===== src/verilog/soft_strap_defines.svh =====
// constants for the soft-strap default block
// What this block does
// - The port 2 energy strap becomes the reset default of the port 2 MAC energy-saving enable.
// - In 100BASE-FX mode the energy strap has no effect and every energy-saving default stays off.
// - The energy strap also sets the PHY B energy enable, 100BASE-TX capability and advertisement defaults.
// - The port 0 speed strap, default 1, sets the four virtual PHY partner speed ability defaults.
// - When virtual auto-negotiation fails, port 0 runs at the speed the speed strap gives.
// - In RMII MAC mode the speed polarity says whether a high or a low speed pin means 100 Mbps.
// - Speed select and speed polarity share one strap bit loaded from one EEPROM bit.
// - The port 0 duplex strap, default 1, sets the partner full and half duplex ability defaults.
// - In MII MAC and RMII MAC modes the duplex polarity says which duplex pin level means full duplex.
// - Duplex select and duplex polarity share one strap bit loaded from one EEPROM bit.
// - The port 0 backpressure strap, default 1, sets the port 0 backpressure enable default.
// - The port 0 flow strap, default 1, sets the transmit and receive flow enable defaults.
// - The same flow strap sets the partner asymmetric pause and pause ability defaults.
// - The EEPROM loader may replace every soft-strap value.
`ifndef SOFT_STRAP_DEFINES_SVH
`define SOFT_STRAP_DEFINES_SVH

// ==========================================================
// register offsets
`define REG_STRAP      8'h00
`define REG_CTRL       8'h04
`define REG_DEFAULTS   8'h08
`define REG_STATUS     8'h0c

// ==========================================================
// strap register fields
`define STRAP_W        5
`define ST_ENERGY      0
`define ST_SPEED       1
`define ST_DUPLEX      2
`define ST_BACKPRESS   3
`define ST_FLOW        4
`define STRAP_RESET    5'h1e

// ==========================================================
// control register fields
`define CTRL_APPLY     0

// ==========================================================
// target default fields
`define DEF_W          13
`define DF_MAC_ENERGY  0
`define DF_PHY_ENERGY  1
`define DF_PHY_CAP     2
`define DF_PHY_ADV     3
`define DF_P100_FD     4
`define DF_P100_HD     5
`define DF_P10_FD      6
`define DF_P10_HD      7
`define DF_ASYM_PAUSE  8
`define DF_PAUSE       9
`define DF_BACKPRESS   10
`define DF_TX_FLOW     11
`define DF_RX_FLOW     12
`define DEF_RESET      13'h0000

// ==========================================================
// status register fields
`define SS_SPEED_100   0
`define SS_FULL_DUPLEX 1
`define SS_LINK_100    2
`define SS_FX_MODE     3
`define SS_AN_FAIL     4
`define SS_BUSY        5

// ==========================================================
// port 0 mac modes and synchroniser
`define MODE_MII_MAC   2'h1
`define MODE_RMII_MAC  2'h2
`define SYNC_W         8
`define SY_ENERGY_PIN  0
`define SY_SPEED_PIN   1
`define SY_DUPLEX_PIN  2
`define SY_FX          3
`define SY_AN_FAIL     4
`define SY_NEG_100     5
`define SY_MODE_LO     6
`define SY_MODE_HI     7

// ==========================================================
// ahb encodings
`define HTRANS_NONSEQ  2'h2
`define HTRANS_SEQ     2'h3
`define ADDR_W         8

`endif


===== src/verilog/soft_strap_pkg.sv =====
// types for the soft-strap default block
`default_nettype none
package soft_strap_pkg;
  typedef enum logic [1:0] {
    st_wait,
    st_latch,
    st_apply,
    st_run
  } init_state_t;
endpackage
`default_nettype wire


===== src/verilog/pin_sync_if.sv =====
// raw pins and their synchronised copies
`timescale 1ns/10ps
`default_nettype none
`include "soft_strap_defines.svh"
interface pin_sync_if;
  logic [`SYNC_W-1:0] raw;
  logic [`SYNC_W-1:0] synced;
  modport owner (output raw, input synced);
  modport sync  (input raw, output synced);
endinterface
`default_nettype wire


===== src/verilog/pin_synchroniser.sv =====
// two-flop synchroniser for every asynchronous input
`timescale 1ns/10ps
`default_nettype none
`include "soft_strap_defines.svh"
module pin_synchroniser (
  input  wire logic   hclk,
  input  wire logic   hresetn,
  pin_sync_if.sync    pins
);

  // ==========================================================
  // one pair of flops per bit
  genvar i;
  generate
    for (i = 0; i < `SYNC_W; i = i + 1) begin : g_bit
      logic meta_ff;
      logic sync_ff;
      always_ff @(posedge hclk or negedge hresetn) begin
        if (!hresetn) begin
          meta_ff <= 1'b0;
          sync_ff <= 1'b0;
        end else begin
          meta_ff <= pins.raw[i];
          sync_ff <= meta_ff;
        end
      end
      assign pins.synced[i] = sync_ff;
    end
  endgenerate

endmodule // pin_synchroniser
`default_nettype wire


===== src/verilog/soft_strap_default_apply.sv =====
// soft-strap holding and default apply logic with ahb-lite registers
`timescale 1ns/10ps
`default_nettype none
`include "soft_strap_defines.svh"
module soft_strap_default_apply (
  input  wire logic                  hclk,
  input  wire logic                  hresetn,
  input  wire logic                  hsel,
  input  wire logic [31:0]           haddr,
  input  wire logic [1:0]            htrans,
  input  wire logic                  hwrite,
  input  wire logic [2:0]            hsize,
  input  wire logic [31:0]           hwdata,
  input  wire logic                  hready,
  output logic                       hreadyout,
  output logic                       hresp,
  output logic [31:0]                hrdata,
  input  wire logic                  energy_saving_strap_pin,
  input  wire logic                  port0_speed_pin,
  input  wire logic                  port0_duplex_pin,
  input  wire logic [1:0]            port0_mac_mode,
  input  wire logic                  phy_fx_mode,
  input  wire logic                  vphy_an_fail,
  input  wire logic                  vphy_an_speed_100,
  input  wire logic                  eeprom_strap_valid,
  input  wire logic [`STRAP_W-1:0]   eeprom_strap_data,
  output logic                       mac_energy_saving_enable,
  output logic                       phy_energy_saving_enable,
  output logic                       phy_energy_saving_capability,
  output logic                       phy_energy_saving_advert,
  output logic [3:0]                 virtual_phy_partner_ability,
  output logic [1:0]                 virtual_phy_partner_pause,
  output logic                       port0_backpressure_enable,
  output logic                       port0_tx_flow_enable,
  output logic                       port0_rx_flow_enable,
  output logic                       defaults_applied,
  output logic                       port0_speed_100,
  output logic                       port0_full_duplex,
  output logic                       port0_link_speed_100
);

  // ==========================================================
  // synchronised pins
  pin_sync_if pins ();

  assign pins.raw = {port0_mac_mode, vphy_an_speed_100, vphy_an_fail, phy_fx_mode,
                     port0_duplex_pin, port0_speed_pin, energy_saving_strap_pin};

  pin_synchroniser u_sync (
    .hclk    (hclk),
    .hresetn (hresetn),
    .pins    (pins)
  );

  logic       s_energy_pin;
  logic       s_speed_pin;
  logic       s_duplex_pin;
  logic       s_fx;
  logic       s_an_fail;
  logic       s_neg_100;
  logic [1:0] s_mode;

  assign s_energy_pin = pins.synced[`SY_ENERGY_PIN];
  assign s_speed_pin  = pins.synced[`SY_SPEED_PIN];
  assign s_duplex_pin = pins.synced[`SY_DUPLEX_PIN];
  assign s_fx         = pins.synced[`SY_FX];
  assign s_an_fail    = pins.synced[`SY_AN_FAIL];
  assign s_neg_100    = pins.synced[`SY_NEG_100];
  assign s_mode       = pins.synced[`SY_MODE_HI:`SY_MODE_LO];

  // ==========================================================
  // ahb-lite address phase capture
  logic                 wr_pend_ff;
  logic [`ADDR_W-1:0]   wr_addr_ff;
  logic [31:0]          rdata_ff;
  logic                 addr_ok;
  logic                 rd_req;
  logic                 wr_req;
  logic [`ADDR_W-1:0]   req_addr;

  assign addr_ok  = hsel && hready && (htrans == `HTRANS_NONSEQ || htrans == `HTRANS_SEQ);
  assign rd_req   = addr_ok && !hwrite;
  assign wr_req   = addr_ok && hwrite;
  assign req_addr = haddr[`ADDR_W-1:0];

  assign hreadyout = 1'b1;
  assign hresp     = 1'b0;
  assign hrdata    = rdata_ff;

  always_ff @(posedge hclk or negedge hresetn) begin
    if (!hresetn) begin
      wr_pend_ff <= 1'b0;
      wr_addr_ff <= '0;
    end else begin
      wr_pend_ff <= wr_req;
      wr_addr_ff <= req_addr;
    end
  end

  logic wr_strap;
  logic wr_ctrl;
  logic wr_defaults;

  assign wr_strap    = wr_pend_ff && wr_addr_ff == `REG_STRAP;
  assign wr_ctrl     = wr_pend_ff && wr_addr_ff == `REG_CTRL;
  assign wr_defaults = wr_pend_ff && wr_addr_ff == `REG_DEFAULTS;

  // ==========================================================
  // init sequencer
  soft_strap_pkg::init_state_t state_ff;
  soft_strap_pkg::init_state_t nxt_state;
  logic                        apply_req_ff;
  logic                        apply_now;
  logic                        settle_ff;

  always_comb begin
    nxt_state = state_ff;
    case (state_ff)
      soft_strap_pkg::st_wait:  begin
        nxt_state = settle_ff ? soft_strap_pkg::st_latch : soft_strap_pkg::st_wait;
      end
      soft_strap_pkg::st_latch: begin
        nxt_state = soft_strap_pkg::st_apply;
      end
      soft_strap_pkg::st_apply: begin
        nxt_state = soft_strap_pkg::st_run;
      end
      soft_strap_pkg::st_run:   begin
        nxt_state = soft_strap_pkg::st_run;
      end
      default: begin
        nxt_state = soft_strap_pkg::st_wait;
      end
    endcase
  end

  always_ff @(posedge hclk or negedge hresetn) begin
    if (!hresetn) begin
      state_ff <= soft_strap_pkg::st_wait;
    end else begin
      state_ff <= nxt_state;
    end
  end

  // extra wait edge so the synchronised pin copy is valid before the latch
  always_ff @(posedge hclk or negedge hresetn) begin
    if (!hresetn) begin
      settle_ff <= 1'b0;
    end else begin
      settle_ff <= 1'b1;
    end
  end

  // later apply requests from software or a finished eeprom load
  always_ff @(posedge hclk or negedge hresetn) begin
    if (!hresetn) begin
      apply_req_ff <= 1'b0;
    end else begin
      apply_req_ff <= eeprom_strap_valid || (wr_ctrl && hwdata[`CTRL_APPLY]);
    end
  end

  assign apply_now = (state_ff == soft_strap_pkg::st_apply) ||
                     (apply_req_ff && state_ff == soft_strap_pkg::st_run);

  // ==========================================================
  // held strap values
  logic [`STRAP_W-1:0] strap_ff;

  // one bit each for speed and duplex, each serving as both select and polarity
  always_ff @(posedge hclk or negedge hresetn) begin
    if (!hresetn) begin
      strap_ff <= `STRAP_RESET;
    end else if (eeprom_strap_valid) begin
      strap_ff <= eeprom_strap_data;
    end else if (wr_strap) begin
      strap_ff <= hwdata[`STRAP_W-1:0];
    end else if (state_ff == soft_strap_pkg::st_latch) begin
      strap_ff[`ST_ENERGY] <= s_energy_pin;
    end
  end

  logic st_energy;
  logic st_speed;
  logic st_duplex;
  logic st_flow;

  assign st_energy = strap_ff[`ST_ENERGY];
  assign st_speed  = strap_ff[`ST_SPEED];
  assign st_duplex = strap_ff[`ST_DUPLEX];
  assign st_flow   = strap_ff[`ST_FLOW];

  // ==========================================================
  // default values derived from the straps
  logic [`DEF_W-1:0] def_value;
  logic              energy_ok;

  always_comb begin
    def_value = '0;
    // no energy saving in fx mode
    energy_ok = st_energy && !s_fx;
    def_value[`DF_MAC_ENERGY] = energy_ok;
    def_value[`DF_PHY_ENERGY] = energy_ok;
    def_value[`DF_PHY_CAP]    = energy_ok;
    def_value[`DF_PHY_ADV]    = energy_ok;
    def_value[`DF_P100_FD]    = st_speed && st_duplex;
    def_value[`DF_P100_HD]    = st_speed && !st_duplex;
    def_value[`DF_P10_FD]     = !st_speed && st_duplex;
    def_value[`DF_P10_HD]     = !st_speed && !st_duplex;
    def_value[`DF_ASYM_PAUSE] = st_flow;
    def_value[`DF_PAUSE]      = st_flow;
    def_value[`DF_BACKPRESS]  = strap_ff[`ST_BACKPRESS];
    def_value[`DF_TX_FLOW]    = st_flow;
    def_value[`DF_RX_FLOW]    = st_flow;
  end

  // ==========================================================
  // target bits
  logic [`DEF_W-1:0] targets_ff;
  logic              applied_ff;

  always_ff @(posedge hclk or negedge hresetn) begin
    if (!hresetn) begin
      targets_ff <= `DEF_RESET;
    end else if (apply_now) begin
      targets_ff <= def_value;
    end else if (wr_defaults) begin
      targets_ff <= hwdata[`DEF_W-1:0];
    end
  end

  always_ff @(posedge hclk or negedge hresetn) begin
    if (!hresetn) begin
      applied_ff <= 1'b0;
    end else if (apply_now) begin
      applied_ff <= 1'b1;
    end
  end

  assign mac_energy_saving_enable     = targets_ff[`DF_MAC_ENERGY];
  assign phy_energy_saving_enable     = targets_ff[`DF_PHY_ENERGY];
  assign phy_energy_saving_capability = targets_ff[`DF_PHY_CAP];
  assign phy_energy_saving_advert     = targets_ff[`DF_PHY_ADV];
  assign virtual_phy_partner_ability  = targets_ff[`DF_P10_HD:`DF_P100_FD];
  assign virtual_phy_partner_pause    = targets_ff[`DF_PAUSE:`DF_ASYM_PAUSE];
  assign port0_backpressure_enable    = targets_ff[`DF_BACKPRESS];
  assign port0_tx_flow_enable         = targets_ff[`DF_TX_FLOW];
  assign port0_rx_flow_enable         = targets_ff[`DF_RX_FLOW];
  assign defaults_applied             = applied_ff;

  // ==========================================================
  // port 0 pin decode
  logic speed_100_ff;
  logic full_duplex_ff;
  logic link_100_ff;
  logic mode_rmii;
  logic mode_mii;

  assign mode_rmii = s_mode == `MODE_RMII_MAC;
  assign mode_mii  = s_mode == `MODE_MII_MAC;

  always_ff @(posedge hclk or negedge hresetn) begin
    if (!hresetn) begin
      speed_100_ff <= 1'b0;
    end else if (mode_rmii) begin
      // polarity 1 means high is 100
      speed_100_ff <= st_speed ? s_speed_pin : !s_speed_pin;
    end
  end

  always_ff @(posedge hclk or negedge hresetn) begin
    if (!hresetn) begin
      full_duplex_ff <= 1'b0;
    end else if (mode_rmii || mode_mii) begin
      // polarity 1 means high is full
      full_duplex_ff <= st_duplex ? s_duplex_pin : !s_duplex_pin;
    end
  end

  always_ff @(posedge hclk or negedge hresetn) begin
    if (!hresetn) begin
      link_100_ff <= 1'b0;
    end else begin
      link_100_ff <= s_an_fail ? st_speed : s_neg_100;
    end
  end

  assign port0_speed_100      = speed_100_ff;
  assign port0_full_duplex    = full_duplex_ff;
  assign port0_link_speed_100 = link_100_ff;

  // ==========================================================
  // read data
  logic [31:0] rd_mux;

  always_comb begin
    rd_mux = 32'h0000_0000;
    case (req_addr)
      `REG_STRAP: begin
        rd_mux[`STRAP_W-1:0] = strap_ff;
      end
      `REG_DEFAULTS: begin
        rd_mux[`DEF_W-1:0] = targets_ff;
      end
      `REG_STATUS: begin
        rd_mux[`SS_SPEED_100]   = speed_100_ff;
        rd_mux[`SS_FULL_DUPLEX] = full_duplex_ff;
        rd_mux[`SS_LINK_100]    = link_100_ff;
        rd_mux[`SS_FX_MODE]     = s_fx;
        rd_mux[`SS_AN_FAIL]     = s_an_fail;
        rd_mux[`SS_BUSY]        = state_ff != soft_strap_pkg::st_run;
      end
      default: begin
        rd_mux = 32'h0000_0000;
      end
    endcase
  end

  always_ff @(posedge hclk or negedge hresetn) begin
    if (!hresetn) begin
      rdata_ff <= 32'h0000_0000;
    end else if (rd_req) begin
      rdata_ff <= rd_mux;
    end
  end

endmodule // soft_strap_default_apply
`default_nettype wire


===== config.mk =====
export PLATFORM = sky130hd
export DESIGN_NAME = soft_strap_default_apply
export DESIGN_NICKNAME = d
export VERILOG_FILES = /design/src/verilog/soft_strap_pkg.sv /design/src/verilog/pin_sync_if.sv /design/src/verilog/pin_synchroniser.sv /design/src/verilog/soft_strap_default_apply.sv
export VERILOG_INCLUDE_DIRS = /design/src /design/src/verilog
export SDC_FILE = /design/constraint.sdc
export NUM_CORES = 1
export LEC_CHECK = 0
export BUFFER_PORTS_ARGS = -buffer_cell sky130_fd_sc_hd__buf_2
export CAP_MARGIN = 30
export CORE_MARGIN = 10
export CORE_UTILIZATION = 47
export CTS_CLUSTER_SIZE = 14
export DETAILED_ROUTE_END_ITERATION = 8
export PLACE_DENSITY = 0.83
export SYNTH_ARGS = -nofsm -noshare
export SYNTH_HDL_FRONTEND = slang
export SYNTH_SLANG_ARGS = --single-unit
export TNS_END_PERCENT = 50

===== constraint.sdc =====
create_clock -name hclk -period 3.7 [get_ports hclk]
set_clock_uncertainty 0.15 [all_clocks]
set_input_delay 0.185 -clock hclk [delete_from_list [all_inputs] [get_ports hclk]]
set_output_delay 0.185 -clock hclk [all_outputs]
set_load 0.05 [all_outputs]

==> results.sh, run 1 <==
export IMPL_status="complete, but fails checks"
export IMPL_violations="hold timing"
export IMPL_critPathMaxFanout=13
export IMPL_grt_total_usage_pct=15.3
export IMPL_clock_sinks=64
export IMPL_dp_hpwl_mm=4.84
export IMPL_core_area_um2=5470
export IMPL_place_congestion=0.830
export IMPL_ys_seq_area_share_pct=60.6
export IMPL_setup_tns_ns=0
export IMPL_drc=0
export IMPL_maxSlewViolCount=0
export IMPL_grt_pass1_vias=2226
export IMPL_synth_xor_area_share_pct=0.661
export IMPL_cap_violations=0
export IMPL_syn_inst=235
export IMPL_period_share_pct=59.6
export IMPL_drt_vias_per_instance=4.96
export IMPL_drtIter0Drc=108
export IMPL_syn_area_um2=2650
export IMPL_ys_types=40
export IMPL_cp_required_ns=3.74
export IMPL_power_frac_clock_pct=31.9
export IMPL_worstHoldPathCells=3
export IMPL_p_int_mw=1.09
export IMPL_p_seq_share_pct=49.8
export IMPL_synthToLayoutAreaGrowth_pct=29.5
export IMPL_h_tree_depth=3
export IMPL_peakVddDrop_uv=318
export IMPL_synthArstFlopShare_pct=100
export IMPL_antenna_left=0
export IMPL_synthSimpleGateAreaFrac_pct=11.9
export IMPL_vias=2047
export IMPL_p_leak_nw=1.69
export IMPL_synth_compound_area_share_pct=11.0
export IMPL_stdcell_count=413
export IMPL_grt_max_degree=36
export IMPL_arrival_ns=2.25
export IMPL_start_kind="flip-flop"
export IMPL_grt_pass1_wl_mm=10.8
export IMPL_yosys_warnings=0
export IMPL_r2r_start="wr_addr_ff[5]"
export IMPL_clk_pin_slew_worst_paths_ns=0.06
export IMPL_rsz0062_at_grt="false"
export IMPL_synth_common_cells="dfrtp_1, nand2_1, buf_4, o21ai_0, mux2i_1"
export IMPL_rows=27
export IMPL_worst_pin_slew_ns=0.750
export IMPL_clock_latency_ns=0.33
export IMPL_yosysTopAreaCell="dfrtp_1"
export IMPL_cts_buffer_depth=2
export IMPL_dieWidth_um=95.1
export IMPL_r2r_cells=4
export IMPL_pre_cts_ws_ns=1.55
export IMPL_hold_slack_ns=-0.0000242
export IMPL_hold_viol_final=1
export IMPL_overflow=0
export IMPL_io_pins=139
export IMPL_finalWirelength_mm=6.63
export IMPL_p_sw_share_pct=29.9
export IMPL_power_density_nw_per_um2=453
export IMPL_cts_tree="done"
export IMPL_drive_gt1_share_pct=29.6
export IMPL_combPwrFrac_pct=18.3
export IMPL_hold_class="primary input to flip-flop"
export IMPL_yosys_area_share_adder_pct=0.472
export IMPL_max_slew_margin_pct=49.9
export IMPL_fp_dieH_um=95.1
export IMPL_place_inst=368
export IMPL_ys_ff_latch=64
export IMPL_synth_mux_area_share_pct=6.80
export IMPL_start_util_pct=48.4
export IMPL_synth_top_area_share_pct=56.7
export IMPL_drt_pre_antenna_iters=4
export IMPL_antenna_found_initial=0
export IMPL_crit_start="wr_addr_ff[5]"
export IMPL_end_kind="flip-flop"
export IMPL_path_class="flip-flop to flip-flop"
export IMPL_clock_fmax_mhz=454
export IMPL_cts_setup_buffers=0
export IMPL_fin_crit_ns=2.20
export IMPL_synth_top_family_by_area="simple AND/OR/NAND/NOR gates"
export IMPL_fin_ws_ns=1.50
export IMPL_routedWlPerCell_um=16.1
export IMPL_num_nets_final=425
export IMPL_yosysMostFrequentCell="dfrtp_1"
export IMPL_diodes=0
export IMPL_io_buffers=70
export IMPL_ys_flop_type="dfrtp_1"
export IMPL_synth_edf_count=0
export IMPL_synth_area_per_cell_um2=11.3
export IMPL_die_area_um2=9040
export IMPL_cts_root_buf="clkbuf_8"
export IMPL_min_delay_start="hwdata[5]"
export IMPL_cts_buffers=9
export IMPL_netlist_top_cells_area="dfrtp_1, buf_4, nand2_1"
export IMPL_power_switching_uw=466
export IMPL_fillerInstances=436
export IMPL_setup_violations_final=0
logic make-up (layout without fill, tap and decap cells):
kind of cell,after synthesis,in the layout
AO/OA/AOI/OAI,47,47
XOR/XNOR,2,2
adder cells (fa/ha/maj),1,1
buffers and inverters,36,122
flip-flops,64,64
multiplexers,17,17
other,2,22
AND/OR/NAND/NOR,66,66
critical path: stages (launching register included):
cell     delay, ns
dfrtp_1       0.38
nor4_1        0.34
nand4_1       0.65
mux2i_1       0.42
o22ai_1       0.13
power groups by stage:
stage | sequential, mW | combinational (mW) | clock, mW
floorplan | 0.854 | 0.126 | 0
global placement | 0.784 | 0.256 | 0
CTS | 0.774 | 0.286 | 0.511
detailed placement | 0.786 | 0.261 | 0
global route | 0.779 | 0.305 | 0.545
finish | 0.774 | 0.285 | 0.496
repair_timing:
item	in CTS	in global routing
resized for setup	0	0
setup endpoints to repair	0	0
hold endpoints to repair	55	0
hold buffers	29	0
cell type report:
type | instances | area (µm²) | area share, %
clock buffer | 15 | 156 | 4.56
clock inverter | 1 | 5.00 | 0.146
inverter | 5 | 18.8 | 0.547
multi-input combinational | 155 | 900 | 26.2
sequential | 64 | 1610 | 46.8
tap | 72 | 90.1 | 2.62
timing repair buffer | 101 | 656 | 19.1
layout by cell type (no fill, tap or decap), drive strengths merged, types with 7 or more instances in the layout:
cell type	Yosys	final
mux2i	9	9
o21ai	20	20
buf	25	72
nor3	7	7
dlygate4sd3	0	29
conb	2	22
nand2	38	38
dfrtp	60	60
nor2	7	7
mux2	8	8
clkbuf	6	15
state kept, by name, summed over array words and instances, names as in the netlist:
name / cells
strap_ff: 5
state_ff: 2
wr_pend_ff: 1
port0_link_speed_100: 1
settle_ff: 1
apply_req_ff: 1
wr_addr_ff: 8
hrdata: 13
port0_full_duplex: 1
targets_ff: 13
u_sync.g_bit.sync_ff: 8
defaults_applied: 1
u_sync.g_bit.meta_ff: 8
port0_speed_100: 1
routing by layer:
metal  track usage [%]  part of all wire, %
met1              16.6                   39
met2              25.8                   50
met3              7.15                   10
met4              5.36                  1.1
met5                 0                    0
worst paths after layout:
path	end	slack, ns
setup / recovery	targets_ff[6]	1.50
hold / removal	targets_ff[5]	-0.00002
setup reg to reg	targets_ff[6]	1.50
hold reg to reg	u_sync.g_bit[0].sync_ff	0.20
max in group asynchronous	strap_ff[2]	2.24
min in group asynchronous	port0_speed_100	0.26
stage by stage:
| stage | power [mW] | util, % | cell area, µm² |
|---|---|---|---|
| final | 1.56 | 62.7 | 3430 |
| after global placement | 1.04 | 54.5 | 2980 |
| after floorplan | 0.979 | - | 2730 |
| after CTS | 1.57 | 62.7 | 3430 |
| after global routing | 1.63 | 62.7 | 3430 |
| after detailed placement | 1.05 | 54.5 | 2980 |
(Power assumes the default switching activity.)
==> run 2: changes to the inputs <==
- CORE_UTILIZATION: 47 -> 45
- PLACE_DENSITY: 0.83 -> 0.8
- clock period: 3.7 -> 2.1 ns (I/O delays scaled with it)
==> run 2 against run 1 <==
Against the previous run:
- the flow now finishes without violations
- global-route usage decreased by 0.67 points
- die area increased by 3.5%
- setup slack got worse by 1.3 ns
- via count increased by 0.98%
- first-iteration DRC count shrank 17%
- cell count increased by 3.6%
- register-to-register slack lost 1.2 ns
- combinational power increased by 84%
- routed wire length increased by 2.6%
- largest power group unchanged
- highest routed layer unchanged
==> results.sh, run 2 (synthesis results as in run 1) <==
export IMPL_drt_met1_wl_mm=2.82
export IMPL_power_density_nw_per_um2=870
export IMPL_wl_met2_mm=3.39
export IMPL_drt_pre_antenna_iters=4
export IMPL_crit_start="haddr[5]"
export IMPL_grt_max_degree=65
export IMPL_finalWirelength_mm=6.80
export IMPL_reg2reg_to="targets_ff[10]"
export IMPL_rows=27
export IMPL_period_share_pct=89.4
export IMPL_max_slew_margin_pct=57.7
export IMPL_setup_violations_final=0
export IMPL_num_nets_final=440
export IMPL_cts_tree="done"
export IMPL_setup_tns_ns=0
export IMPL_post_dp_cell_area_um2=3000
export IMPL_power_mw=3.20
export IMPL_start_util_pct=47.3
export IMPL_h_tree_depth=3
export IMPL_diodes=0
export IMPL_antenna_found_initial=0
export IMPL_drive_gt1_share_pct=30.1
export IMPL_clock_latency_ns=0.34
export IMPL_fillerInstances=449
export IMPL_cts_resized=0
export IMPL_overflow=0
export IMPL_critPathMaxFanout=5
export IMPL_cts_root_buf="clkbuf_8"
export IMPL_grt_total_usage_pct=14.6
export IMPL_drtIter0Drc=90
export IMPL_end_kind="flip-flop"
export IMPL_dieWidth_um=96.7
export IMPL_hold_class="primary input to flip-flop"
export IMPL_crit_end="hrdata[2]"
export IMPL_final_cell_area_um2=3680
export IMPL_final_util_pct=65.7
export IMPL_clock_fmax_mhz=533
export IMPL_drc=0
export IMPL_cts_buffers=9
export IMPL_worst_pin_slew_ns=0.634
export IMPL_vias=2067
export IMPL_core_area_um2=5610
export IMPL_routedWlPerCell_um=15.9
export IMPL_antenna_left=0
export IMPL_mostFrequentLayoutCells="buf_2, dfrtp_1, dlygate4sd3_1"
export IMPL_rsz0062_at_grt="false"
export IMPL_met3_length_um=492
export IMPL_routed_top_layer="met4"
export IMPL_cp_required_ns=2.19
export IMPL_cap_violations=0
export IMPL_r2r_cells=4
export IMPL_hold_viol_final=0
export IMPL_arrival_ns=1.96
export IMPL_drt_vias_per_instance=4.83
export IMPL_clk_pin_slew_worst_paths_ns=0.07
export IMPL_synthToLayoutAreaGrowth_pct=39.0
export IMPL_hold_slack_ns=0.111
export IMPL_status="finished, final reports clean"
export IMPL_io_pins=139
export IMPL_fp_dieH_um=96.7
export IMPL_r2r_setup_slack_ns=0.28
export IMPL_r2r_start="wr_addr_ff[5]"
export IMPL_final_common_cell="buf_2"
export IMPL_start_kind="primary input"
export IMPL_clock_sinks=64
export IMPL_grt_pass1_wl_mm=11.2
export IMPL_p_leak_nw=1.80
export IMPL_maxSlewViolCount=0
export IMPL_fin_crit_ns=1.88
export IMPL_path_class="primary input to flip-flop"
export IMPL_cts_buffer_depth=2
export IMPL_die_area_um2=9360
export IMPL_cts_setup_buffers=0
export IMPL_place_congestion=0.788
export IMPL_grt_pass1_vias=2236
export IMPL_peakVddDrop_uv=534
export IMPL_io_buffers=70
export IMPL_dp_hpwl_mm=4.77
==> run 2: critical path: stages <==
cell and delay (ns):
dlygate4sd3_1 0.55, buf_2 0.14, or4_4 0.54, nor3_4 0.23, o21ai_2 0.15, o31ai_1 0.26
==> run 2: power by group <==
group          switching (mW)  leakage, nW  total [mW]  internal (mW)
combinational           0.357        0.899       0.524          0.167
sequential             0.0541        0.773        1.36           1.31
clock                   0.488        0.123        1.31          0.827
total                   0.899         1.80        3.20           2.30
==> run 2: through the flow <==
step / instances / setup WS, ns
after floorplan: 255 / 0.464
after global placement: 369 / 0.340
after detailed placement: 369 / 0.255
after CTS: 428 / 0.247
after global routing: 428 / 0.125
final: 428 / 0.222
==> run 2: worst min path at each step <==
stage / start / end / cells after the start
2_1_floorplan: hresetn / apply_req_ff / 0
3_3_place_gp: hresetn / wr_pend_ff / 2
3_5_place_dp: hresetn / hrdata[6] / 2
4_1_cts: hready / hrdata[8] / 5
5_1_grt: hready / hrdata[8] / 5
6_report: hready / hrdata[8] / 5
==> run 2: timing repair <==
action / CTS / global route
endpoints found under the hold margin: 106 / 0
hold buffers: 43 / 0
setup endpoints to repair: 0 / 0
==> run 2: cell type report <==
type / instances / area [µm²] / share of cell area (%)
sequential: 64 / 1610 / 43.6
multi-input combinational: 155 / 900 / 24.4
timing repair buffer: 116 / 816 / 22.1
clock buffer: 10 / 138 / 3.74
clock inverter: 6 / 115 / 3.12
tap: 72 / 90.1 / 2.45
inverter: 5 / 18.8 / 0.510
==> run 2: metal layers <==
layer  GRT usage [%]  vias to the layer above
met3            5.68                       12
met1            16.9                      975
met2            23.6                       80
li1                -                     1000
met5               0                        -
met4            6.20                        0
